`config.mk`:
```
export PLATFORM = sky130hd
export DESIGN_NAME = rtcpc_top
export DESIGN_NICKNAME = d
export VERILOG_FILES = /design/src/hw/rtcpc_pkg.sv /design/src/hw/rtcpc_div_if.sv /design/src/hw/rtcpc_divider.sv /design/src/hw/rtcpc_interval.sv /design/src/hw/rtcpc_top.sv
export SDC_FILE = /design/constraint.sdc
export NUM_CORES = 1
export LEC_CHECK = 0
export BUFFER_PORTS_ARGS = -buffer_cell sky130_fd_sc_hd__buf_2
export CAP_MARGIN = 40
export CORE_MARGIN = 10
export CORE_UTILIZATION = 42
export CTS_CLUSTER_DIAMETER = 120
export DETAILED_ROUTE_END_ITERATION = 7
export HOLD_SLACK_MARGIN = 0.1
export PLACE_DENSITY = 0.72
export SYNTH_ARGS = -nofsm -noshare
export SYNTH_HDL_FRONTEND = slang
export SYNTH_HIERARCHICAL = 1
export SYNTH_SLANG_ARGS = --single-unit
```
`constraint.sdc`:
```
create_clock -name CLK_IN -period 2 [get_ports CLK_IN]
set_input_delay 0.2 -clock CLK_IN [delete_from_list [all_inputs] [get_ports CLK_IN]]
set_output_delay 0.2 -clock CLK_IN [all_outputs]
set_load 0.1 [all_outputs]
```
`src/hw/rtcpc_pkg.sv`:
```
// ==========================================================
// Shared constants of the run and periodic control block
// ==========================================================
package rtcpc_pkg;

    // ======================================================
    // Register byte offsets
    // ======================================================
    localparam logic [11:0] OFS_CTRL      = 12'h000; // rtc_control_two
    localparam logic [11:0] OFS_IRQ_STAT  = 12'h004; // Sticky events
    localparam logic [11:0] OFS_IRQ_MASK  = 12'h008; // Event enables
    localparam logic [11:0] OFS_STATE     = 12'h00C; // Live state view

    // ======================================================
    // Control field positions
    // ======================================================
    localparam int BIT_FLAG   = 7;  // periodic_flag
    localparam int BIT_SEL_HI = 6;  // interval_sel_hi
    localparam int BIT_SEL_LO = 4;  // interval_sel_lo
    localparam int BIT_OSC    = 3;  // osc_run_enable
    localparam int BIT_ROUND  = 2;  // half_minute_round
    localparam int BIT_DIVRST = 1;  // Divider reset
    localparam int BIT_RUN    = 0;  // Counter run

    // ======================================================
    // Event bits of status and mask
    // ======================================================
    localparam int EVT_PERIOD = 0;  // Periodic interval elapsed
    localparam int EVT_SECOND = 1;  // Seconds tick issued
    localparam int EVT_ROUND  = 2;  // Rounding done
    localparam int EVT_W      = 3;  // Number of events

    // ======================================================
    // Reset values and figures
    // ======================================================
    localparam logic [7:0]       CTRL_POR     = 8'h09; // Osc and run set
    localparam logic [EVT_W-1:0] EVT_RST      = 3'h0;  // No pending events
    localparam logic [7:0]       SEC_ROUND_UP = 8'h30; // BCD 30 seconds
    localparam int               PRESC_W      = 7;     // 32768 Hz to 256 Hz
    localparam int               SUB_W        = 9;     // 256 Hz to 0.5 Hz

    typedef logic [2:0] rtcpc_sel_t;   // Interval selector code

    // Low sub-count bits that must wrap for an interval event
    function automatic logic [SUB_W-1:0] interval_mask(input rtcpc_sel_t sel);
        case (sel)
            3'h1:    interval_mask = 9'h000; // 1/256 s
            3'h2:    interval_mask = 9'h003; // 1/64 s
            3'h3:    interval_mask = 9'h00F; // 1/16 s
            3'h4:    interval_mask = 9'h03F; // 1/4 s
            3'h5:    interval_mask = 9'h07F; // 1/2 s
            3'h6:    interval_mask = 9'h0FF; // 1 s
            3'h7:    interval_mask = 9'h1FF; // 2 s
            default: interval_mask = 9'h1FF; // Unused, code 0 is off
        endcase
    endfunction

endpackage

```
`src/hw/rtcpc_div_if.sv`:
```
`timescale 1ns/100ps
`default_nettype none
// ==========================================================
// Divider chain carrier
// ==========================================================
interface rtcpc_div_if;
    import rtcpc_pkg::*;
    logic             tick;      // One pulse per 1/256 s
    logic [SUB_W-1:0] sub_cnt;   // Sub-second count after the tick
    logic             clear;     // Divider chain restart
    logic             osc_en;    // Oscillator run enable

    modport divider  (input clear, osc_en, output tick, sub_cnt);
    modport consumer (output clear, osc_en, input tick, sub_cnt);
endinterface
`default_nettype wire

```
`src/hw/rtcpc_divider.sv`:
```
`timescale 1ns/100ps
`default_nettype none
// ==========================================================
// Prescaler and sub-second counter
// ==========================================================
module rtcpc_divider (
    input  wire logic      clk_in,      // System clock
    input  wire logic      rst_in,      // Power-on reset
    input  wire logic      osc_pin_in,  // 32.768 kHz crystal pin
    rtcpc_div_if.divider   div          // Chain to the control logic
);
    import rtcpc_pkg::*;

    logic               sync1_q;   // First synchroniser stage
    logic               sync2_q;   // Second synchroniser stage
    logic               prev_q;    // Delayed copy for edge detect
    logic [PRESC_W-1:0] presc_q;   // Prescaler
    logic               tick_q;    // 256 Hz tick
    logic [SUB_W-1:0]   sub_q;     // Sub-second count
    logic               osc_edge;  // Rising crystal edge, enabled

    // Pin crossing; only the second stage is looked at
    always_ff @(posedge clk_in) begin
        sync1_q <= osc_pin_in;
        sync2_q <= sync1_q;
        prev_q  <= sync2_q;
    end

    // Halting the oscillator stops the whole chain
    assign osc_edge = div.osc_en & sync2_q & ~prev_q;

    // Prescaler counts crystal edges; one chain for all timing
    always_ff @(posedge clk_in) begin
        if (rst_in || div.clear) begin
            presc_q <= '0;
        end else if (osc_edge) begin
            presc_q <= presc_q + 7'h01;
        end
    end

    // Sub-second counter ignores the run bit
    always_ff @(posedge clk_in) begin
        if (rst_in || div.clear) begin
            tick_q <= 1'b0;
            sub_q  <= '0;
        end else begin
            tick_q <= osc_edge && (presc_q == 7'h7F);
            if (osc_edge && (presc_q == 7'h7F)) begin
                sub_q <= sub_q + 9'h001;
            end
        end
    end

    assign div.tick    = tick_q;
    assign div.sub_cnt = sub_q;
endmodule
`default_nettype wire

```
`src/hw/rtcpc_interval.sv`:
```
`timescale 1ns/100ps
`default_nettype none
// ==========================================================
// Periodic interval selector
// ==========================================================
module rtcpc_interval (
    input  wire logic                 clk_in,   // System clock
    input  wire logic                 rst_in,   // Power-on reset
    input  wire logic                 tick_in,  // 256 Hz tick
    input  wire logic [8:0]           sub_in,   // Sub-second count
    input  wire rtcpc_pkg::rtcpc_sel_t sel_in,  // Interval selector
    output logic                      evt_out   // One-cycle interval event
);
    import rtcpc_pkg::*;

    logic evt_q;  // Registered event

    // Event when masked low bits wrap to zero on a tick
    always_ff @(posedge clk_in) begin
        if (rst_in) begin
            evt_q <= 1'b0;
        end else begin
            evt_q <= tick_in && (sel_in != 3'h0)
                     && ((sub_in & interval_mask(sel_in)) == 9'h000);
        end
    end

    assign evt_out = evt_q;
endmodule
`default_nettype wire

```
`src/hw/rtcpc_top.sv`:
```
// Our own choices: the APB slave port and the placing of the registers.
`timescale 1ns/100ps
`default_nettype none
// ==========================================================
// Run and periodic control of the calendar clock
// ==========================================================
// How it works
// - Control resets to 09 at power-on
// - Manual reset spares oscillator and run bits
// - Standby drops control writes; interval elapse and manual reset still act
// - Interval elapse or written one sets flag
// - Writing zero clears the periodic flag
// - Flag set drives periodic interrupt request
// - Selector bits choose interval, zero disables
// - Oscillator enable halts or runs crystal
// - Rounding write clears seconds, maybe carries
// - Rounding resets divider, reads back zero
// - Divider reset clears chain, reads zero
// - Run bit gates second through year
// - Sub-second counter runs whenever oscillator runs
module rtcpc_top (
    input  wire logic        CLK_IN,           // 10 MHz system clock
    input  wire logic        RST_IN,           // Power-on reset, high
    input  wire logic        MRST_IN,          // Manual reset pin, high
    input  wire logic        STANDBY_IN,       // Standby request pin, high
    input  wire logic        OSC_PIN_IN,       // Crystal clock pin
    input  wire logic [7:0]  SECONDS_IN,       // BCD seconds count
    input  wire logic        PSEL_IN,          // APB select
    input  wire logic        PENABLE_IN,       // APB enable
    input  wire logic        PWRITE_IN,        // APB direction
    input  wire logic [11:0] PADDR_IN,         // APB byte address
    input  wire logic [31:0] PWDATA_IN,        // APB write data
    input  wire logic [3:0]  PSTRB_IN,         // APB byte strobes
    output logic [31:0]      PRDATA_OUT,       // APB read data
    output logic             PREADY_OUT,       // APB ready
    output logic             PSLVERR_OUT,      // APB error
    output logic             OSC_RUN_OUT,      // Crystal oscillator enable
    output logic             COUNT_RUN_OUT,    // Counters may count
    output logic             SEC_TICK_OUT,     // Seconds advance pulse
    output logic             SEC_CLEAR_OUT,    // Seconds to 00 pulse
    output logic             MIN_CARRY_OUT,    // Minute carry pulse
    output logic             PERIODIC_IRQ_OUT, // Periodic request level
    output logic             IRQ_OUT           // Masked event interrupt
);
    import rtcpc_pkg::*;

    // ======================================================
    // Declarations
    // ======================================================
    logic             mrst1_q;      // Manual reset stage 1
    logic             mrst2_q;      // Manual reset stage 2
    logic             stby1_q;      // Standby stage 1
    logic             stby2_q;      // Standby stage 2
    logic             flag_q;       // periodic_flag
    rtcpc_sel_t       sel_q;        // Interval selector
    logic             osc_q;        // osc_run_enable
    logic             run_q;        // Counter run
    logic             pready_q;     // Ready phase marker
    logic [31:0]      prdata_q;     // Captured read data
    logic             pslverr_q;    // Captured error
    logic             sec_tick_q;   // Gated seconds tick
    logic             sec_clr_q;    // Seconds clear pulse
    logic             min_car_q;    // Minute carry pulse
    logic [EVT_W-1:0] stat_q;       // Sticky event bits
    logic [EVT_W-1:0] mask_q;       // Event enables
    logic             irq_q;        // Interrupt level
    logic             period_evt;   // Interval elapsed
    logic             access;       // Access phase present
    logic             done;         // Transfer completes this edge
    logic             wr_ctrl;      // Control write takes effect
    logic             round_wr;     // Rounding requested
    logic             divrst_wr;    // Divider reset requested
    logic             sec_wrap;     // Whole second on the chain
    logic [EVT_W-1:0] evt_set;      // Event set terms
    logic [7:0]       ctrl_rd;      // Control read view

    rtcpc_div_if div_bus ();        // Divider chain carrier

    // ======================================================
    // Divider chain and interval selector
    // ======================================================
    rtcpc_divider u_div (
        .clk_in     (CLK_IN),
        .rst_in     (RST_IN),
        .osc_pin_in (OSC_PIN_IN),
        .div        (div_bus.divider)
    );

    rtcpc_interval u_int (
        .clk_in  (CLK_IN),
        .rst_in  (RST_IN),
        .tick_in (div_bus.tick),
        .sub_in  (div_bus.sub_cnt),
        .sel_in  (sel_q),
        .evt_out (period_evt)
    );

    assign div_bus.osc_en = osc_q;
    assign div_bus.clear  = round_wr | divrst_wr;
    assign sec_wrap       = div_bus.tick && (div_bus.sub_cnt[7:0] == 8'h00);

    // ======================================================
    // Pin synchronisers
    // ======================================================
    // Both pins are asynchronous; logic reads only stage 2
    always_ff @(posedge CLK_IN) begin
        mrst1_q <= MRST_IN;
        mrst2_q <= mrst1_q;
        stby1_q <= STANDBY_IN;
        stby2_q <= stby1_q;
    end

    // ======================================================
    // APB slave
    // ======================================================
    // One wait state gives a registered read path
    assign access = PSEL_IN && PENABLE_IN;
    assign done   = access && pready_q;

    // Writes to control are dropped in standby so selector, oscillator and run hold; flag still follows interval and manual reset
    assign wr_ctrl   = done && PWRITE_IN && PSTRB_IN[0]
                       && (PADDR_IN == OFS_CTRL) && !stby2_q;
    assign round_wr  = wr_ctrl && PWDATA_IN[BIT_ROUND];
    assign divrst_wr = wr_ctrl && PWDATA_IN[BIT_DIVRST];

    // Self-clearing bits always read as zero
    assign ctrl_rd = {flag_q, sel_q, osc_q, 1'b0, 1'b0, run_q};

    // Ready rises for the second access cycle only
    always_ff @(posedge CLK_IN) begin
        if (RST_IN) begin
            pready_q <= 1'b0;
        end else begin
            pready_q <= access && !pready_q;
        end
    end

    // Read data and error captured before ready rises
    always_ff @(posedge CLK_IN) begin
        if (RST_IN) begin
            prdata_q  <= 32'h0000_0000;
            pslverr_q <= 1'b0;
        end else if (access && !pready_q) begin
            pslverr_q <= 1'b0;
            case (PADDR_IN)
                OFS_CTRL:     prdata_q <= {24'h00_0000, ctrl_rd};
                OFS_IRQ_STAT: prdata_q <= {29'h0, stat_q};
                OFS_IRQ_MASK: prdata_q <= {29'h0, mask_q};
                OFS_STATE:    prdata_q <= {22'h0, stby2_q, run_q, 1'b0,
                                           div_bus.sub_cnt[7:1]};
                default: begin
                    // Unmapped address answers with an error
                    prdata_q  <= 32'h0000_0000;
                    pslverr_q <= 1'b1;
                end
            endcase
        end else if (!access) begin
            prdata_q  <= 32'h0000_0000;
            pslverr_q <= 1'b0;
        end
    end

    // ======================================================
    // Control register
    // ======================================================
    // Flag: an elapsed interval wins over a written zero
    always_ff @(posedge CLK_IN) begin
        if (RST_IN) begin
            flag_q <= CTRL_POR[BIT_FLAG];
        end else if (mrst2_q) begin
            flag_q <= CTRL_POR[BIT_FLAG];
        end else if (period_evt || (wr_ctrl && PWDATA_IN[BIT_FLAG])) begin
            flag_q <= 1'b1;
        end else if (wr_ctrl) begin
            flag_q <= 1'b0;
        end
    end

    // Selector is cleared by either reset
    always_ff @(posedge CLK_IN) begin
        if (RST_IN || mrst2_q) begin
            sel_q <= CTRL_POR[BIT_SEL_HI:BIT_SEL_LO];
        end else if (wr_ctrl) begin
            sel_q <= PWDATA_IN[BIT_SEL_HI:BIT_SEL_LO];
        end
    end

    // Oscillator and run survive manual reset so time keeps going
    always_ff @(posedge CLK_IN) begin
        if (RST_IN) begin
            osc_q <= CTRL_POR[BIT_OSC];
            run_q <= CTRL_POR[BIT_RUN];
        end else if (wr_ctrl && !mrst2_q) begin
            osc_q <= PWDATA_IN[BIT_OSC];
            run_q <= PWDATA_IN[BIT_RUN];
        end
    end

    // ======================================================
    // Counter controls
    // ======================================================
    // Counter writes are only safe once run is low; run is exported
    always_ff @(posedge CLK_IN) begin
        if (RST_IN) begin
            sec_tick_q <= 1'b0;
            sec_clr_q  <= 1'b0;
            min_car_q  <= 1'b0;
        end else begin
            sec_tick_q <= run_q && sec_wrap;
            sec_clr_q  <= round_wr;
            min_car_q  <= round_wr && (SECONDS_IN >= SEC_ROUND_UP);
        end
    end

    // ======================================================
    // Interrupt status and mask
    // ======================================================
    assign evt_set = {round_wr, run_q && sec_wrap, period_evt};

    // Sticky bits; a new event beats a write-one clear
    always_ff @(posedge CLK_IN) begin
        if (RST_IN) begin
            stat_q <= EVT_RST;
        end else if (done && PWRITE_IN && PSTRB_IN[0]
                     && (PADDR_IN == OFS_IRQ_STAT)) begin
            stat_q <= (stat_q & ~PWDATA_IN[EVT_W-1:0]) | evt_set;
        end else begin
            stat_q <= stat_q | evt_set;
        end
    end

    // Mask register of the same layout
    always_ff @(posedge CLK_IN) begin
        if (RST_IN) begin
            mask_q <= EVT_RST;
        end else if (done && PWRITE_IN && PSTRB_IN[0]
                     && (PADDR_IN == OFS_IRQ_MASK)) begin
            mask_q <= PWDATA_IN[EVT_W-1:0];
        end
    end

    // Level output, one cycle behind the status
    always_ff @(posedge CLK_IN) begin
        if (RST_IN) begin
            irq_q <= 1'b0;
        end else begin
            irq_q <= |(stat_q & mask_q);
        end
    end

    // ======================================================
    // Outputs
    // ======================================================
    assign PRDATA_OUT       = prdata_q;
    assign PREADY_OUT       = pready_q;
    assign PSLVERR_OUT      = pslverr_q;
    assign OSC_RUN_OUT      = osc_q;
    assign COUNT_RUN_OUT    = run_q;
    assign SEC_TICK_OUT     = sec_tick_q;
    assign SEC_CLEAR_OUT    = sec_clr_q;
    assign MIN_CARRY_OUT    = min_car_q;
    assign PERIODIC_IRQ_OUT = flag_q;
    assign IRQ_OUT          = irq_q;
endmodule
`default_nettype wire

```
======== Word-level counts from Yosys, hierarchy flattened ========
Cells that the tools add are included.
cells by class
  add/subtract/negate cells ............... 2
  order comparisons ....................... 1
  eq/ne operators ......................... 11
  mux-type cells .......................... 11
  bitwise logic cells ..................... 10
  reduce and logical (&&, ||, !) cells .... 33
operators by type and width
  kind                                                                number
  two-way mux 32 bit                                                  2
  case mux 9 bit (6 select lines)                                     1
  case mux 10 bit (4 select lines)                                    1
  == test 12 x 4 -> 1 bit (second input constant)                     2
  logical AND 1 bit                                                   19
  == test 12 x 3 -> 1 bit (second input constant)                     1
  logical NOT 12 bit                                                  1
  adder 9 x 1 -> 9 bit (second input constant)                        1
  bitwise AND 9 bit                                                   1
  == test 3 bit (second input constant)                               3
  logical NOT 9 bit                                                   1
  two-way mux 9 bit                                                   1
  greater-or-equal comparator 8 x 6 -> 1 bit (second input constant)  1
  logical NOT 8 bit                                                   1
  adder 7 x 1 -> 7 bit (second input constant)                        1
  == test 7 bit (second input constant)                               1
  bitwise AND 3 bit                                                   2
  == test 3 x 2 -> 1 bit (second input constant)                      2
  OR 3 bit                                                            2
  two-way mux 1 bit                                                   5
  OR reduction 4 bit                                                  1
  == test 3 x 1 -> 1 bit (second input constant)                      1
  logical NOT 1 bit                                                   3
  logical OR 1 bit                                                    3
  other kinds (10)                                                    11
word-level totals
  flip-flop bits (word level) ............. 75
  input bits .............................. 64
  logic and storage cells ................. 92

======== Logic depth before layout (Yosys ltp) ========
Gate-level depths: netlist of the first run.
  depth in word-level cells ............... 9
  mapped depth ............................ 9
  gate-level depth less buffers ........... 7

======== Hierarchy ========
The synthesis of the first run kept the hierarchy.
modules (own cells, without submodules)
  module          times used  cells an instance  area each (um2)
  rtcpc_top       1           163                1,483.9
  rtcpc_divider   1           86                 805.8
  rtcpc_interval  1           13                 101.3

======== Worst setup path before layout of the first run ========
OpenSTA, ideal clock, no wires.
  kind .................................... flip-flop to flip-flop
  start ................................... register pready_q, in the netlist PREADY_OUT
  end ..................................... register u_div.sub_q[0], in the netlist u_div/div.sub_cnt[0]
  library setup time ...................... 0.128 ns
  arrival time ............................ 2.438 ns
  required time ........................... 1.872 ns
  path slack .............................. -0.565 ns
  stages on the path, launching flop included .. 10
  path buffers ............................ 3
  period minus slack after synthesis ...... 2.565 ns
  cell sequence ........................... dfxtp_1 -> and3_1 -> and4_1 -> buf_4 -> nand2_2 -> nor2_1 -> or2_2 -> clkbuf_1 -> clkbuf_1 -> nor2_1
on the way
  longest elaborated chain between the ends .. 8
  elaborated cells on any way between the ends .. 9
  classes of those cells .................. bitwise (1); reduce/logical (8)
ends and longest elaborated chain
  item                                         RTL line                            source
  from (decl)                                  rtcpc_top.sv:58                     logic pready_q;
  from (signal assigned)                       rtcpc_top.sv:134                    pready_q <= access && !pready_q;
  logical AND 1 bit *                          rtcpc_top.sv:118                    assign done = access && pready_q;
  logical AND 1 bit * (2 in a row)             rtcpc_top.sv:121                    assign wr_ctrl = done && PWRITE_IN && PSTRB_IN[0]
  logical AND 1 bit * (2 in a row)             rtcpc_top.sv:122                    && (PADDR_IN == OFS_CTRL) && !stby2_q;
  logical AND 1 bit, on equally long branches  rtcpc_top.sv:123, rtcpc_top.sv:124
  OR 1 bit *                                   rtcpc_top.sv:99                     assign div_bus.clear = round_wr | divrst_wr;
  via div_bus.clear                            rtcpc_div_if.sv:10                  logic clear;
  logical OR 1 bit *                           rtcpc_divider.sv:43                 if (rst_in || div.clear) begin
  to (signal assigned)                         rtcpc_divider.sv:49                 sub_q <= sub_q + 9'h001;
  to (decl)                                    rtcpc_divider.sv:19                 logic [SUB_W-1:0] sub_q;
The timed path passes the listed nets; every way through them passes the cells marked *.
A chain may end at the register's enable or synchronous reset.

======== Worst setup path after layout of the first run ========
  start ................................... register pready_q, in the netlist PREADY_OUT
  end ..................................... register u_div.sub_q[4], in the netlist u_div/div.sub_cnt[4]
Same word-level chain as after synthesis.

==> qor.yml, run 1 <==
worstSkewPairLatency_ns: 0.31
cts.path.max_buffers: 2
p_comb_share_pct: 15.1
p_switching_uw: 628
cts_tree: "built"
p_int_uw: 1370
critPathLaunchType: "register"
placed_area_mm2: 0.00269
gp_congestion: 0.824
synth_top_area_cell: "dfxtp_1"
final_cell_mix: "dfxtp_1 (51), buf_2 (51), nor2_1 (25)"
route.vias.total: 1981
drive_gt1_share_pct: 26.6
yosysWarnings: 6
path_clk_slew_ns: 0.10
overflow: 0
max_freq_ghz: 0.564
routedWlPerCell_um: 14.7
portBuffers: 51
hold_depth: 3
h-tree-depth: 2
status: "complete, no violations"
fp.dieW_um: 95.5
nets: 388
antenna_found_initial: 0
swShare_pct: 31.4
syn_area_mm2: 0.00239
arrival_ns: 2.03
dieArea_mm2: 0.00911
antenna_cells: 0
p_clk_share_pct: 31.2
first_pass_iters: 4
grt_pass1_wl_mm: 9.25
synth_edf_count: 0
grt_max_degree: 19
synthCells: 262
synth.distinct_cells: 48
yosys_most_used_dff: "dfxtp_1"
rsz0062_at_grt: "false"
yosysSeqAreaShare_pct: 44.4
synth_top_area_share_pct: 44.4
io_pins: 105
powerDensity_mw_per_mm2: 711
cp-end-kind: "register"
reg2regPathDepth: 7
crit_required_ns: 2.25
ir_worst_vdd_uv: 431
ys_async_sr_fraction_pct: 0
die_y_um: 95.5
root_buffer: "clkbuf_8"
synth_area_leaders: "dfxtp_1 (44%), buf_4 (7.5%), o21ai_0 (4.4%)"
worst_r2r_endpoint: "u_div/div.sub_cnt[4]$_SDFFE_PP0P_"
reg2reg_slack_ns: 0.23
wl_mm: 5.80
p_leak_uw: 0.00115
post_cts_buffers: 0
skew_ns: 0.0129
numClockSinks: 53
hpwl_mm: 4.65
stdcell_area_mm2: 0.00281
final-setup-viol-count: 0
drc: 0
post_drt_via_cell_ratio: 5.02
crit_path_start: "PREADY_OUT$_SDFF_PP0_"
rows: 27
period_share_pct: 88.7
grt_pass1_vias: 1954
drt_iter0_drc: 140
path_max_fanout: 10
period_minus_slack_ns: 1.77
ys_ff_latch: 53
hold_viol: 0
crit_type: "reg -> reg"
fin_setup_tns_ns: 0
p_seq_share_pct: 53.6
final_util_pct: 51.1
hp-class: "in -> reg"
cp-endpoint: "u_div/div.sub_cnt[4]$_SDFFE_PP0P_"
core_area_mm2: 0.00551
r2r-start: "PREADY_OUT$_SDFF_PP0_"
syn_to_final_growth_pct: 17.7
avgSynthCellArea_um2: 9.13
cap_violations: 0
cts_buffers: 5
antenna_left: 0
final_max_slew_viol_count: 0
initial_utilization_pct: 43.4
track_usage_pct: 12.5
-- worst min path at each step --
stage                            start                    end  slack (ns)
after floorplan                MRST_IN        mrst1_q$_DFF_P_        0.23
after global placement      STANDBY_IN        stby1_q$_DFF_P_        0.30
after detailed placement       MRST_IN        mrst1_q$_DFF_P_        0.31
after CTS                 PWDATA_IN[5]  sel_q[1]$_SDFFE_PP0N_        0.13
after global routing      PWDATA_IN[4]  sel_q[0]$_SDFFE_PP0N_        0.14
final                     PWDATA_IN[5]  sel_q[1]$_SDFFE_PP0N_        0.14
-- repair_timing --
| action | 4_1_cts | 5_1_grt |
|---|---|---|
| hold endpoints to repair | 3 | 0 |
| hold buffers | 3 | 0 |
| resized for setup | 0 | 0 |
-- cells by family after synthesis --
group / Yosys count / share of synthesized area (%)
and+or+nand+nor: 100 / 23.8
other: 1 / 0.157
AOI/OAI and AO/OA: 54 / 14.0
adders and majority gates: 2 / 1.05
xor gates and xnor gates: 9 / 3.30
buffers and inverters: 35 / 9.37
muxes: 8 / 3.98
DFF: 53 / 44.4
-- layer usage --
layer | global-route usage, % | vias to the layer above | routed length [um]
met1 | 15.3 | 906 | 2390
li1 | - | 1011 | -
met2 | 20.8 | 56 | 2890
met3 | 3.53 | 8 | 456
met5 | 0 | - | 0
met4 | 3.69 | 0 | 64
-- worst max-delay path, stage by stage, from the launching register on --
cell     delay (ns)
dfxtp_4        0.36
and3_4         0.16
and4_1         0.22
nand2_4        0.08
nor2_2         0.04
or2_4          0.30
or4_1          0.48
nand2_1        0.07
-- synth_stat cells (3+ instances only) --
master	count
nand4_1	4
clkbuf_1	4
xor2_1	6
a22o_1	3
or4_1	3
a22oi_1	6
xnor2_1	3
nor2b_1	3
or3_1	3
a21oi_1	14
mux2i_1	5
dfxtp_1	53
nor2_1	26
nand2_1	20
inv_1	5
o21ai_0	21
o211ai_1	3
nor3_1	3
buf_4	24
nand3_1	15
and4_1	3
-- layout make-up --
cell class	instances	area [um^2]
clock buffers	5	68.8
clock inverters	3	25.0
fillers	524	2690
inverters	5	18.8
multi-input cells	195	1200
flip-flops and latches	53	1070
well taps	72	90.1
repair buffers	62	345
-- state kept, by name, indices dropped and copies added, names as in the netlist, 3 cells and up --
signal	flops
u_div/div.sub_cnt	9
mask_q	3
stat_q	3
u_div/presc_q	7
PRDATA_OUT	10
sel_q	3
-- power by group through the flow --
stage | Clock (uW) | Combinational, uW | Sequential (uW)
after floorplan | 0 | 263 | 1110
after global placement | 0 | 293 | 1100
after detailed placement | 0 | 296 | 1100
after CTS | 638 | 300 | 1070
after global routing | 675 | 316 | 1070
final | 625 | 302 | 1070
-- per-stage QoR --
step	worst slack (ns)	hold slack, ns	total power [uW]	instances
2_1_floorplan	0.00227	0.228	1370	283
3_5_place_dp	0.167	0.308	1390	384
6_report	0.227	0.138	2000	395
4_1_cts	0.218	0.131	2010	395
3_3_place_gp	0.205	0.304	1390	384
5_1_grt	0.103	0.144	2070	395
Note: power is estimated with default switching activity, not from simulation.
==> inputs of run 2 (changes only) <==
--- a/config.mk
+++ b/config.mk
@@ -8,11 +8,11 @@
 export BUFFER_PORTS_ARGS = -buffer_cell sky130_fd_sc_hd__buf_2
 export CAP_MARGIN = 40
 export CORE_MARGIN = 10
-export CORE_UTILIZATION = 42
+export CORE_UTILIZATION = 49
 export CTS_CLUSTER_DIAMETER = 120
 export DETAILED_ROUTE_END_ITERATION = 7
 export HOLD_SLACK_MARGIN = 0.1
-export PLACE_DENSITY = 0.72
+export PLACE_DENSITY = 0.79
 export SYNTH_ARGS = -nofsm -noshare
 export SYNTH_HDL_FRONTEND = slang
 export SYNTH_HIERARCHICAL = 1
==> constraint.sdc (replaced) <==
create_clock -name CLK_IN -period 2.3 [get_ports CLK_IN]
set_input_delay 0.23 -clock CLK_IN [delete_from_list [all_inputs] [get_ports CLK_IN]]
set_output_delay 0.23 -clock CLK_IN [all_outputs]
set_load 0.1 [all_outputs]
==> qor.yml, run 2 (same netlist as run 1, synthesis figures left out) <==
status: "complete, no violations"
rows: 25  # -7.4%
routedWlPerCell_um: 13.9  # -5.6%
final_cell_mix: "dfxtp_1 (52), buf_2 (51), nor2_1 (26)"
hold_start: "PWDATA_IN[4]"
post_drt_via_cell_ratio: 5.15  # +2.8%
post_cts_resized: 0  # unchanged
final_max_slew_viol_count: 0  # unchanged
p_leak_uw: 0.00113  # -2.3%
cap_violations: 0  # unchanged
portBuffers: 51  # unchanged
slowest_delay_ns: 0.51  # +0.03 ns
powerDensity_mw_per_mm2: 630  # -11%
syn_to_final_growth_pct: 15.4
max_freq_ghz: 0.533  # -5.5%
largest_reg_flops: 10  # unchanged
cp-end-kind: "register"
dieArea_mm2: 0.00807  # -11%
grt_pass1_wl_mm: 9.22  # -0.37%
wl_mm: 5.34  # -8.0%
nets: 383  # -1.3%
period_share_pct: 81.6  # -7.1 points
drt_iter0_drc: 158  # +13%
reg2reg_slack_ns: 0.42  # +0.20 ns
met3_usage_pct: 3.99  # +0.46 points
cp.buffers_inverters: 0  # unchanged
ir_worst_vdd_uv: 529  # +23%
route.vias.total: 1984  # +0.15%
crit_type: "reg -> reg"
drc: 0  # unchanged
hp-class: "in -> reg"
grt_max_degree: 18  # -1
worst_r2r_endpoint: "u_div/div.sub_cnt[3]$_SDFFE_PP0P_"
whs_endpoint: "sel_q[0]$_SDFFE_PP0N_"
path_clk_slew_ns: 0.09  # about the same
layout_commonest_cell: "dfxtp_1"
grt_pass1_vias: 2006  # +2.7%
fin_setup_tns_ns: 0  # unchanged
overflow: 0  # unchanged
path_max_fanout: 8  # -2
worstSkewPairLatency_ns: 0.30  # about the same
cts_hold_buf: 3  # unchanged
antenna_cells: 0  # unchanged
numClockSinks: 53  # unchanged
arrival_ns: 2.12  # +0.09 ns
fp.dieW_um: 89.9  # -5.9%
period_minus_slack_ns: 1.88  # +0.103 ns
use_met2_pct: 21.6  # +0.81 points
r2r-start: "PREADY_OUT$_SDFF_PP0_"
skew_ns: 0.00462  # -0.00827 ns
track_usage_pct: 13.2  # +0.74 points
core_area_mm2: 0.00472  # -14%
initial_utilization_pct: 50.6  # +7.2 points
grt_use_met1_pct: 16.2  # +0.93 points
h-tree-depth: 2  # unchanged
cts_tree: "built"
antenna_left: 0  # unchanged
hold_viol: 0  # unchanged
cp_slowest_cell: "or4_1"
reg2regPathDepth: 7  # unchanged
drive_gt1_share_pct: 24.5  # -2.1 points
post_cts_buffers: 0  # unchanged
critPathLaunchType: "register"
hpwl_mm: 4.24  # -8.8%
p_total_uw: 1740  # -13%
gp_congestion: 0.823  # about the same
rsz0062_at_grt: "false"
root_buffer: "clkbuf_8"
first_pass_iters: 4  # unchanged
cts.path.max_buffers: 2  # unchanged
final-setup-viol-count: 0  # unchanged
cts_buffers: 5  # unchanged
io_pins: 105  # unchanged
antenna_found_initial: 0  # unchanged
grt.busiest_layer: "met2"
crit_required_ns: 2.54  # +0.29 ns
path_delay_family: "simple AND/OR/NAND/NOR gates"
hold_depth: 3  # unchanged
path_cells: "and3_1 > and4_1 > nand2_2 > nor2_1 > or2_2 > or4_1 > nand2_1"
die_y_um: 89.9  # -5.9%
==> run 2: cell count changes in the layout (fill, tap and decap cells not counted), sizes merged <==
cell,previous run,this run
buf,59,54
clkinvlp,1,0
inv,6,5
clkbuf,5,7
==> run 2: tightest hold or removal path: stages <==
cell,delay (ns)
buf_2,0.10
nand3_1,0.05
a21oi_1,0.06
==> run 2: per-stage QoR <==
step	util, %	cell area, um^2	setup slack [ns]	hold WS [ns]	instances
finish	58.4	2760	0.423	0.185	385
global route	58.4	2760	0.337	0.177	385
CTS	58.4	2760	0.412	0.171	385
detailed placement	55.6	2630	0.323	0.313	374
global placement	55.6	2630	0.341	0.310	374
floorplan	-	2470	0.0751	0.258	283
==> run 2: final cells by class <==
cell class,count,area (um^2)
Sequential cell,53,1060
Clock buffer,7,96.3
Multi-Input combinational cell,195,1180
Clock inverter,1,5.00
Tap cell,67,83.8
Fill cell,425,1960
Inverter,5,18.8
Timing Repair Buffer,57,308
==> run 2: how the worst max path moves through the flow <==
stage,from,end,cells after the start,slack [ns]
floorplan,PREADY_OUT$_SDFF_PP0_,u_div/div.sub_cnt[0]$_SDFFE_PP0P_,9,0.08
global placement,PSEL_IN,u_div/div.sub_cnt[4]$_SDFFE_PP0P_,8,0.34
detailed placement,PSEL_IN,u_div/div.sub_cnt[3]$_SDFFE_PP0P_,8,0.32
CTS,PREADY_OUT$_SDFF_PP0_,u_div/div.sub_cnt[3]$_SDFFE_PP0P_,7,0.41
global route,PREADY_OUT$_SDFF_PP0_,u_div/div.sub_cnt[4]$_SDFFE_PP0P_,7,0.34
finish,PREADY_OUT$_SDFF_PP0_,u_div/div.sub_cnt[3]$_SDFFE_PP0P_,7,0.42
==> run 2: routing by layer <==
layer  wire [um]  share of wire (%)
met2        2510                 47
met1        2380                 45
met4          57                1.1
met5           0                  0
met3         393                7.4
==> run 2: power breakdown <==
group	total [uW]	switching [uW]	internal, uW
Combinational	257	215	42.5
Sequential	933	6.02	927
Clock	547	275	272
Total	1740	496	1240
